### src/qpa_consts.svh
/*
 * Constants of the quad-port DRAM arbiter: port count, widths, timing
 * figures and the cycle counts derived from them.
 * Assumes a single 250 MHz clock; included by bare name where needed.
 */
`ifndef QPA_CONSTS_SVH
`define QPA_CONSTS_SVH

// ports and widths
`define QPA_PORTS        4
`define QPA_IDX_W        2
`define QPA_DATA_W       32
`define QPA_ADDR_W       20
`define QPA_BE_W         4
`define QPA_REF_W        10

// clock rate
`define QPA_CLK_MHZ      250

// precharge least time, rounded up to whole cycles
`define QPA_TRP_NS       60
`define QPA_TRP_CYC      ((`QPA_TRP_NS * `QPA_CLK_MHZ + 999) / 1000)
`define QPA_PRE_W        4

// refresh counter reload value (full 10-bit span)
`define QPA_REF_RELOAD   10'h3FF
`define QPA_REF_ZERO     10'h000

`endif

### src/qpa_pkg.sv
/*
 * Types of the quad-port DRAM arbiter: arbiter and sequencer states.
 * Assumes qpa_consts.svh supplies the numeric constants.
 */
package qpa_pkg;

	// arbiter: four idle states, four port-active states
	typedef enum logic [2:0] {
		ARB_IDLE0,
		ARB_IDLE1,
		ARB_IDLE2,
		ARB_IDLE3,
		ARB_ACT0,
		ARB_ACT1,
		ARB_ACT2,
		ARB_ACT3
	} qpa_arb_t;

	// DRAM sequencer states
	typedef enum logic [2:0] {
		SEQ_IDLE,
		SEQ_ROW,
		SEQ_CAS1,
		SEQ_CAS2,
		SEQ_DATA,
		SEQ_REF_CAS,
		SEQ_REF_RAS,
		SEQ_PRE
	} qpa_seq_t;

endpackage : qpa_pkg

### src/qpa_arbiter.sv
/*
 * Quad-port DRAM arbiter with access sequencer: round-robin arbiter
 * over four ports with locking, and a DRAM sequencer that interleaves
 * port accesses, 3-clock burst beats and refresh.
 * Assumes port inputs synchronous to clk and a page-mode DRAM whose
 * row and column share the multiplexed address pins.
 * Refresh is served before waiting ports; a port access waits out
 * precharge in the sequencer, never in the arbiter.
 */
// Operation
// RQ1 - four ports served in circular round-robin
// RQ2 - served port drops to lowest priority
// RQ3 - port lock keeps memory ownership
// RQ4 - requests sampled only in four idle states
// RQ5 - unlocked: pick highest pending, request memory
// RQ6 - grant asserted entering port-active state
// RQ7 - grant enables port buses onto memory
// RQ8 - stay active until sequencer reports completion
// RQ9 - completion returns to served port's idle
// RQ10 - new request immediately; start after precharge
// RQ11 - sequencer arbitrates memory versus refresh requests
// RQ12 - sequencer drives mux select, gated strobes
// RQ13 - ready whenever valid data on bus
// RQ14 - burst: 3-clock beats while burst held
// RQ15 - burst end or single: precharge, done
// RQ16 - four requests resolved in one cycle
// RQ17 - 32-bit shared data path, full-width bursts
// RQ18 - locked: only locking port granted
// RQ19 - reset: idle, no grants, strobes inactive
`timescale 1ns/1ns
`include "qpa_consts.svh"

module qpa_arbiter #(
	parameter int PORTS  = `QPA_PORTS,
	parameter int DATA_W = `QPA_DATA_W,
	parameter int ADDR_W = `QPA_ADDR_W,
	parameter int BE_W   = `QPA_BE_W
) (
	// clock and reset
	input  wire logic                    clk,
	input  wire logic                    rst_n,
	// port requests
	input  wire logic [PORTS-1:0]        port_req,
	input  wire logic [PORTS-1:0]        port_lock,
	input  wire logic [PORTS-1:0]        port_burst,
	input  wire logic [PORTS-1:0]        port_we,
	input  wire logic [PORTS*BE_W-1:0]   port_be,
	input  wire logic [PORTS*ADDR_W-1:0] port_addr,
	input  wire logic [PORTS*DATA_W-1:0] port_wdata,
	// port answers
	output logic      [PORTS-1:0]        port_grant,
	output logic      [PORTS-1:0]        port_ready,
	output logic      [DATA_W-1:0]       port_rdata,
	output logic                         arb_done,
	// DRAM side
	output logic      [ADDR_W/2-1:0]     dram_addr,
	output logic                         dram_mux_col,
	output logic                         dram_ras_n,
	output logic      [BE_W-1:0]         dram_cas_n,
	output logic                         dram_we_n,
	input  wire logic [DATA_W-1:0]       dram_dq_in,
	output logic      [DATA_W-1:0]       dram_dq_out,
	output logic                         dram_dq_oe_n
);

	// row and column halves of a port address
	localparam int HALF = ADDR_W / 2;

	// arbiter state
	qpa_pkg::qpa_arb_t arb_q;
	qpa_pkg::qpa_arb_t arb_d;
	logic [1:0]        last_q;
	logic [1:0]        owner_q;
	logic              lock_q;
	logic              lock_d;
	logic [PORTS-1:0]  grant_q;
	logic [PORTS-1:0]  grant_d;
	logic              mem_req_q;
	logic              mem_req_d;

	// sequencer state
	qpa_pkg::qpa_seq_t seq_q;
	qpa_pkg::qpa_seq_t seq_d;
	logic [`QPA_PRE_W-1:0] pre_q;
	logic [`QPA_PRE_W-1:0] pre_d;
	logic [HALF-1:0]   col_q;
	logic [HALF-1:0]   col_d;
	logic [DATA_W-1:0] rdata_q;
	logic [PORTS-1:0]  ready_q;
	logic              done_q;
	logic [HALF-1:0]   addr_q;
	logic [HALF-1:0]   addr_d;
	logic              mux_q;
	logic              ras_n_q;
	logic [BE_W-1:0]   cas_n_q;
	logic [BE_W-1:0]   cas_n_d;
	logic              we_n_q;
	logic              oe_n_q;
	logic [DATA_W-1:0] dq_out_q;
	logic              ref_req;
	logic              ref_ack;

	// refresh request source
	qpa_refresh u_refresh (
		.clk     (clk),
		.rst_n   (rst_n),
		.ref_ack (ref_ack),
		.ref_req (ref_req)
	);

	// arbiter decode
	wire arb_idle  = (arb_q == qpa_pkg::ARB_IDLE0) || (arb_q == qpa_pkg::ARB_IDLE1) ||
	                 (arb_q == qpa_pkg::ARB_IDLE2) || (arb_q == qpa_pkg::ARB_IDLE3);
	// completion: a data beat that leads into precharge
	wire seq_done  = (seq_q == qpa_pkg::SEQ_DATA) && (seq_d == qpa_pkg::SEQ_PRE);

	// RQ18 only the locking port stays eligible
	wire [PORTS-1:0] owner_dec = PORTS'(1) << owner_q;
	wire [PORTS-1:0] eligible  = lock_q ? (port_req & owner_dec) : port_req;

	// RQ1 circular order starting after the last served port
	wire [1:0] cand1 = last_q + 2'd1;
	wire [1:0] cand2 = last_q + 2'd2;
	wire [1:0] cand3 = last_q + 2'd3;
	wire [1:0] cand4 = last_q;
	// RQ16 all four requests resolved combinationally
	wire       any_pend = |eligible;
	wire [1:0] winner   = eligible[cand1] ? cand1 :
	                      eligible[cand2] ? cand2 :
	                      eligible[cand3] ? cand3 : cand4;

	// RQ7 granted port's buses onto the shared path
	wire [1:0]        sel      = owner_q;
	wire              sel_on   = |grant_q;
	wire [ADDR_W-1:0] sel_addr = sel_on ? port_addr[sel*ADDR_W +: ADDR_W] : '0;
	wire [DATA_W-1:0] sel_wdat = sel_on ? port_wdata[sel*DATA_W +: DATA_W] : '0;
	wire [BE_W-1:0]   sel_be   = sel_on ? port_be[sel*BE_W +: BE_W] : '0;
	wire              sel_we   = sel_on & port_we[sel];
	wire              sel_bst  = sel_on & port_burst[sel];

	// arbiter next state
	always_comb begin
		arb_d     = arb_q;
		grant_d   = grant_q;
		lock_d    = lock_q & port_lock[owner_q];
		mem_req_d = mem_req_q;
		if (arb_idle) begin
			// RQ4 requests sampled only while idle
			if (any_pend) begin
				// RQ5 choose winner, raise memory request
				// RQ10 raised at once, even during precharge
				arb_d     = qpa_pkg::qpa_arb_t'({1'b1, winner});
				mem_req_d = 1'b1;
				// RQ6 grant set with the entry to active
				grant_d   = PORTS'(1) << winner;
			end
		end else begin
			// RQ8 hold until the sequencer completes
			if (seq_q == qpa_pkg::SEQ_ROW) begin
				mem_req_d = 1'b0;
			end
			if (seq_done) begin
				// RQ9 RQ2 idle of the served port
				arb_d   = qpa_pkg::qpa_arb_t'({1'b0, owner_q});
				grant_d = '0;
				// RQ3 lock held if the port keeps its lock line
				lock_d  = port_lock[owner_q];
			end
		end
	end

	// arbiter registers
	// RQ19 reset to idle, no grant, no lock
	always_ff @(posedge clk or negedge rst_n) begin
		if (!rst_n) begin
			arb_q     <= qpa_pkg::ARB_IDLE3;
			last_q    <= 2'd3;
			owner_q   <= 2'd0;
			lock_q    <= 1'b0;
			grant_q   <= '0;
			mem_req_q <= 1'b0;
		end else begin
			arb_q     <= arb_d;
			lock_q    <= lock_d;
			grant_q   <= grant_d;
			mem_req_q <= mem_req_d;
			// owner taken with the grant, last served at completion
			if (arb_idle && any_pend) begin
				owner_q <= winner;
			end
			if (seq_done) begin
				last_q <= owner_q;
			end
		end
	end

	// sequencer decode
	wire start_mem = mem_req_q & sel_on;
	// RQ11 refresh first: it cannot wait, ports can
	assign ref_ack = (seq_q == qpa_pkg::SEQ_IDLE) && ref_req;
	// precharge length counted down to zero
	wire   pre_end = (pre_q == `QPA_PRE_W'(0));

	// sequencer next state
	always_comb begin
		seq_d = seq_q;
		pre_d = pre_q;
		col_d = col_q;
		unique case (seq_q)
			qpa_pkg::SEQ_IDLE: begin
				// RQ10 a new access starts only from here
				if (ref_req) begin
					seq_d = qpa_pkg::SEQ_REF_CAS;
				end else if (start_mem) begin
					seq_d = qpa_pkg::SEQ_ROW;
					col_d = sel_addr[HALF-1:0];
				end
			end
			qpa_pkg::SEQ_ROW:  seq_d = qpa_pkg::SEQ_CAS1;
			qpa_pkg::SEQ_CAS1: seq_d = qpa_pkg::SEQ_CAS2;
			qpa_pkg::SEQ_CAS2: seq_d = qpa_pkg::SEQ_DATA;
			qpa_pkg::SEQ_DATA: begin
				// RQ14 another 3-clock beat while burst held
				if (sel_bst) begin
					seq_d = qpa_pkg::SEQ_CAS1;
					col_d = col_q + HALF'(1);
				end else begin
					// RQ15 burst dropped or single: precharge
					seq_d = qpa_pkg::SEQ_PRE;
					pre_d = `QPA_PRE_W'(`QPA_TRP_CYC - 1);
				end
			end
			qpa_pkg::SEQ_REF_CAS: seq_d = qpa_pkg::SEQ_REF_RAS;
			qpa_pkg::SEQ_REF_RAS: begin
				seq_d = qpa_pkg::SEQ_PRE;
				pre_d = `QPA_PRE_W'(`QPA_TRP_CYC - 1);
			end
			qpa_pkg::SEQ_PRE: begin
				if (pre_end) begin
					seq_d = qpa_pkg::SEQ_IDLE;
				end else begin
					pre_d = pre_q - `QPA_PRE_W'(1);
				end
			end
		endcase
	end

	// RQ12 mux select and strobes from the sequencer state
	wire row_phase = (seq_d == qpa_pkg::SEQ_ROW);
	wire col_phase = (seq_d == qpa_pkg::SEQ_CAS1) || (seq_d == qpa_pkg::SEQ_CAS2);
	wire ras_on    = row_phase || col_phase || (seq_d == qpa_pkg::SEQ_DATA) ||
	                 (seq_d == qpa_pkg::SEQ_REF_RAS);
	wire ref_cas   = (seq_d == qpa_pkg::SEQ_REF_CAS) || (seq_d == qpa_pkg::SEQ_REF_RAS);
	wire [HALF-1:0] row_addr = sel_addr[ADDR_W-1:HALF];
	assign addr_d  = row_phase ? row_addr : col_d;

	// RQ12 CAS lanes gated by the port's byte selects
	always_comb begin
		cas_n_d = '1;
		if (ref_cas) begin
			cas_n_d = '0;
		end else if (col_phase) begin
			cas_n_d = ~sel_be;
		end
	end

	// RQ13 one ready per port, aligned with valid data
	wire data_beat = (seq_q == qpa_pkg::SEQ_DATA);
	logic [PORTS-1:0] ready_d;
	// each port sees only the beats of its own grant
	for (genvar i = 0; i < PORTS; i++) begin : g_ready
		assign ready_d[i] = data_beat & grant_q[i];
	end

	// sequencer registers
	always_ff @(posedge clk or negedge rst_n) begin
		if (!rst_n) begin
			seq_q <= qpa_pkg::SEQ_IDLE;
			pre_q <= '0;
			col_q <= '0;
		end else begin
			seq_q <= seq_d;
			pre_q <= pre_d;
			col_q <= col_d;
		end
	end

	// DRAM pins from flops, so strobes carry no decode glitches
	// RQ19 strobes inactive under reset
	always_ff @(posedge clk or negedge rst_n) begin
		if (!rst_n) begin
			addr_q   <= '0;
			mux_q    <= 1'b0;
			ras_n_q  <= 1'b1;
			cas_n_q  <= '1;
			we_n_q   <= 1'b1;
			oe_n_q   <= 1'b1;
			dq_out_q <= '0;
		end else begin
			addr_q   <= addr_d;
			mux_q    <= col_phase;
			ras_n_q  <= ~ras_on;
			cas_n_q  <= cas_n_d;
			// RQ12 write strobe gated by port write enable
			we_n_q   <= ~(sel_we & col_phase);
			// RQ17 full 32-bit write path, enable low drives
			oe_n_q   <= ~(sel_we & (col_phase || (seq_d == qpa_pkg::SEQ_DATA)));
			// write data follows the owner; oe_n decides when it drives
			dq_out_q <= sel_wdat;
		end
	end

	// answers to ports
	always_ff @(posedge clk or negedge rst_n) begin
		if (!rst_n) begin
			rdata_q <= '0;
			ready_q <= '0;
			done_q  <= 1'b0;
		end else begin
			// RQ17 read captured at full width each beat
			if (data_beat && !sel_we) begin
				rdata_q <= dram_dq_in;
			end
			// RQ13 ready with the captured data
			ready_q <= ready_d;
			// RQ15 done as precharge begins
			done_q  <= seq_done;
		end
	end

	// outputs straight from their flops
	assign port_grant   = grant_q;
	assign port_ready   = ready_q;
	assign port_rdata   = rdata_q;
	assign arb_done     = done_q;
	assign dram_addr    = addr_q;
	assign dram_mux_col = mux_q;
	assign dram_ras_n   = ras_n_q;
	assign dram_cas_n   = cas_n_q;
	assign dram_we_n    = we_n_q;
	assign dram_dq_out  = dq_out_q;
	assign dram_dq_oe_n = oe_n_q;

endmodule : qpa_arbiter

### src/qpa_refresh.sv
/*
 * Refresh timer: a 10-bit down counter that raises a sticky refresh
 * request each time it wraps. Assumes the sequencer acknowledges
 * with a one-cycle pulse when it starts the refresh cycle.
 */
`timescale 1ns/1ns
`include "qpa_consts.svh"

module qpa_refresh #(
	parameter int REF_W = `QPA_REF_W
) (
	// clock and reset
	input  wire logic clk,
	input  wire logic rst_n,
	// sequencer handshake
	input  wire logic ref_ack,
	output logic      ref_req
);

	logic [REF_W-1:0] cnt_q;
	logic [REF_W-1:0] cnt_d;
	logic             req_q;
	logic             req_d;
	wire              wrap = (cnt_q == `QPA_REF_ZERO);

	// reload on wrap, otherwise count down
	assign cnt_d = wrap ? REF_W'(`QPA_REF_RELOAD) : cnt_q - REF_W'(1);
	// a wrap in the acknowledge cycle wins, so no refresh is lost
	assign req_d = wrap | (req_q & ~ref_ack);
	assign ref_req = req_q;

	// counter and sticky request
	always_ff @(posedge clk or negedge rst_n) begin
		if (!rst_n) begin
			cnt_q <= REF_W'(`QPA_REF_RELOAD);
			req_q <= 1'b0;
		end else begin
			cnt_q <= cnt_d;
			req_q <= req_d;
		end
	end

endmodule : qpa_refresh
### config.mk
export PLATFORM = sky130hd
export DESIGN_NAME = qpa_arbiter
export DESIGN_NICKNAME = d
export VERILOG_FILES = /design/src/qpa_pkg.sv /design/src/qpa_arbiter.sv /design/src/qpa_refresh.sv
export VERILOG_INCLUDE_DIRS = /design/src
export SDC_FILE = /design/constraint.sdc
export NUM_CORES = 1
export LEC_CHECK = 0
export ABC_AREA = 1
export BUFFER_PORTS_ARGS = -buffer_cell sky130_fd_sc_hd__buf_2
export CAP_MARGIN = 20
export CORE_ASPECT_RATIO = 1.4
export CORE_MARGIN = 5
export CORE_UTILIZATION = 30
export DETAILED_ROUTE_END_ITERATION = 6
export SLEW_MARGIN = 20
export SYNTH_ARGS = -nofsm -noshare
export SYNTH_HDL_FRONTEND = slang
export SYNTH_SLANG_ARGS = --single-unit
### constraint.sdc
create_clock -name clk -period 2.7 [get_ports clk]
set_clock_uncertainty 0.2 [all_clocks]
set_input_delay 0.135 -clock clk [delete_from_list [all_inputs] [get_ports clk]]
set_output_delay 0.135 -clock clk [all_outputs]
set_load 0.01 [all_outputs]
==> flow_metrics.py <==
metrics = {
    "status": {
        "status": "complete, no violations",
    },
    "hold_path": {
        "hold_path_startpoint": "port_addr[3]",
        "min-delay-path-class": "input pin to flip-flop",
        "holdPathEnd": "col_q[3]$_DFF_PN0_",
        "hold_depth": 5,
    },
    "die": {
        "ioPinCount": 365,
        "start_util_pct": 30.4,
        "die_area_sq_um": 25300,
        "core_sq_um": 21900,
        "die-width_microns": 136,
        "die_h_microns": 186,
        "num_rows": 64,
    },
    "worst_setup_path": {
        "crit_arrival_ps": 2810,
        "r2r_start": "owner_q[1]$_DFFE_PN0P_",
        "path_class": "flip-flop to flip-flop",
        "startpoint_type": "flip-flop",
        "rrSetupSlack_ps": 40,
        "crit_fanout": 58,
        "r2r-end": "dram_dq_out[21]$_DFF_PN0_",
        "reg2reg_depth": 7,
        "endpoint_kind": "flip-flop",
        "critPathRequiredTime_ps": 2850,
    },
    "synth": {
        "synth_seq_cells": 126,
        "synth_top_family_by_area": "simple AND/OR/NAND/NOR gates",
        "synth_area_sq_um": 6650,
        "synth.distinct_cells": 39,
        "ys.flop_type": "dfrtp_1",
        "synthArstFlopShare_pct": 100,
        "syn_inst": 808,
        "yosysWarnings": 0,
        "yosysSeqAreaShare_pct": 47.7,
        "synthAdderAreaFrac_pct": 0.564,
        "synth-simple-area-share_pct": 24.0,
        "synth_nets": 1085,
        "synth.avg_cell_area_sq_um": 8.24,
        "yosys.area_share.xor_xnor_pct": 1.45,
        "synth_compound_area_share_pct": 18.6,
        "synth_edf_count": 0,
        "synth_area_leaders": "dfrtp_1 (40%), nand2_1 (13%), a22oi_1 (11%)",
        "synthMuxAreaShare_pct": 0,
        "yosysTopAreaCell": "dfrtp_1",
        "synth_top_area_share_pct": 40.2,
    },
    "grt": {
        "antenna_found_initial": 8,
        "track_usage_pct": 22.0,
        "grt_pass1_wl_microns": 43300,
        "overflow": 0,
        "grt_max_degree": 59,
        "grt_pass1_vias": 8519,
    },
    "timing": {
        "hold_viol": 0,
        "rsz0062_at_grt": "true",
        "slew_headroom_pct": 62.0,
        "setup_violations": 0,
        "maxSlewViolCount": 0,
        "tightest_slew_ps": 570,
        "max_freq_mhz": 376,
        "fin_crit_sh_pct": 98.5,
        "setup_tns_ps": 0,
        "period_minus_slack_ps": 2660,
    },
    "pwr": {
        "finalPower_mw": 4.79,
        "ir_drop_uv": 417,
        "power_leakage_nw": 5.94,
        "power.density_nw_per_um2": 415,
    },
    "placement": {
        "dpl.hpwl_microns": 20400,
        "gp_congestion": 0.866,
        "portBuffers": 364,
    },
    "route": {
        "first_pass_iters": 7,
        "vias_per_cell": 4.88,
        "remaining_drc_errors": 0,
        "wl_per_cell_microns": 17.5,
        "wl_microns": 29600,
        "drtAntennaViolNets": 0,
        "vias": 8231,
        "first_iter_violations": 417,
    },
    "clocking": {
        "cts.sinks": 126,
        "insertion_delay_ps": 410,
        "ctsHtreeMaxLevel": 4,
        "clockRootBuffer": "clkbuf_16",
        "clk_path_buf_depth": 2,
        "clk_pin_slew_worst_paths_ps": 60,
        "cts_tree": "built",
        "cts_buffers": 17,
    },
    "final_layout": {
        "layout.nets": 1646,
        "drive_gt1_share_pct": 33.7,
        "multi_input_area_sq_um": 2990,
        "regArea_sq_um": 3180,
        "final_cell_mix": "buf_2 (363), nand2_1 (229), dlygate4sd3_1 (204), dfrtp_1 (105), a22oi_1 (94)",
        "syn2layout_area_growth_pct": 73.5,
        "layout_commonest_cell": "buf_2",
        "fillers": 2043,
    },
    "job": {
        "cap_viol_max_count": 0,
    },
}
## per-layer routing
metal	vias to the layer above	track usage, %	part of all wire [%]
li1	3894	-	-
met1	3872	25.8	38
met2	399	38.4	51
met3	62	6.03	8.3
met4	4	8.39	2.6
met5	-	0	0.047
## final cells by class
cell class	count	share of cell area [%]
Inverter	69	2.31
Timing Repair Buffer	585	35.6
Multi-Input combinational cell	570	25.9
Clock buffer	19	3.92
Tap cell	297	3.22
Clock inverter	13	1.43
Sequential cell	126	27.5
Antenna cell	6	0.130
## worst max path at each step
stage,from,endpoint,slack [ps],cells after the start
final,owner_q[1]$_DFFE_PN0P_,dram_dq_out[21]$_DFF_PN0_,40,7
after global routing,owner_q[1]$_DFFE_PN0P_,dram_dq_out[21]$_DFF_PN0_,0.3,7
after floorplan,cand4[0]$_DFFE_PN1P_,port_grant[2]$_DFFE_PN0P_,890,12
after global placement,owner_q[1]$_DFFE_PN0P_,dram_addr[4]$_DFF_PN0_,530,12
after detailed placement,owner_q[1]$_DFFE_PN0P_,pre_q[3]$_DFFE_PN0P_,450,12
after CTS,owner_q[1]$_DFFE_PN0P_,dram_dq_out[3]$_DFF_PN0_,20,6
## timing repair
action	4_1_cts	5_1_grt
resized for setup	0	6
buffers inserted	0	1
endpoints found under the setup margin	0	8
hold buffers	204	0
endpoints found under the hold margin	200	0
## sequential cells by signal, indices dropped and copies added (netlist names), 2 cells and up
| register | cells |
|---|---|
| owner_q | 2 |
| dram_addr | 10 |
| seq_q | 3 |
| u_refresh.cnt_q | 10 |
| port_grant | 4 |
| cand4 | 2 |
| port_rdata | 32 |
| dram_cas_n | 4 |
| col_q | 10 |
| dram_dq_out | 32 |
| pre_q | 4 |
| port_ready | 4 |
## critical path, cell delays in order, from the launching register on
cell and delay [ps]:
dfrtp_2 470, nand2_1 110, inv_2 90, buf_12 250, a22oi_1 130, dlygate4sd3_1 580, a21oi_1 160, dlygate4sd3_1 580
## synth_stat cells, types with 5 or more instances
master	instances
inv_1	55
buf_2	14
dfstp_2	19
buf_4	8
a22oi_1	95
nand4_1	7
inv_2	13
clkbuf_1	14
nor3_1	13
o21ai_1	18
dfrtp_1	107
xor2_1	8
nor2_1	24
a21oi_1	55
nand2_1	230
nor2_2	5
o21ai_0	14
nand3_1	74
## logic make-up (layout without fill, tap and decap cells)
logic type,Yosys count,after routing
fa+ha+maj,3,3
flops,126,126
simple gates,365,365
compound gates,191,191
xor+xnor,11,11
buf+inv,112,686
other cells,0,6
## through the flow
| step | setup slack, ps | cell area (sq um) | util, % | cells | hold WS, ps |
|---|---|---|---|---|---|
| after global routing | 0.256 | 11500 | 52.8 | 1683 | 19.0 |
| after global placement | 534 | 8800 | 40.2 | 1440 | -71.9 |
| final | 40.7 | 11500 | 52.8 | 1685 | 9.53 |
| after detailed placement | 452 | 8800 | 40.2 | 1440 | -68.9 |
| after floorplan | 890 | 6650 | - | 808 | -361 |
| after CTS | 20.8 | 11500 | 52.4 | 1676 | 2.29 |
## power breakdown
group | switching (mW) | total (mW) | internal (mW)
sequential | 0 | 1.89 | 1.89
combinational | 0.185 | 0.506 | 0.321
clock | 0.893 | 2.40 | 1.50
Power figures use the tool's default switching activity.
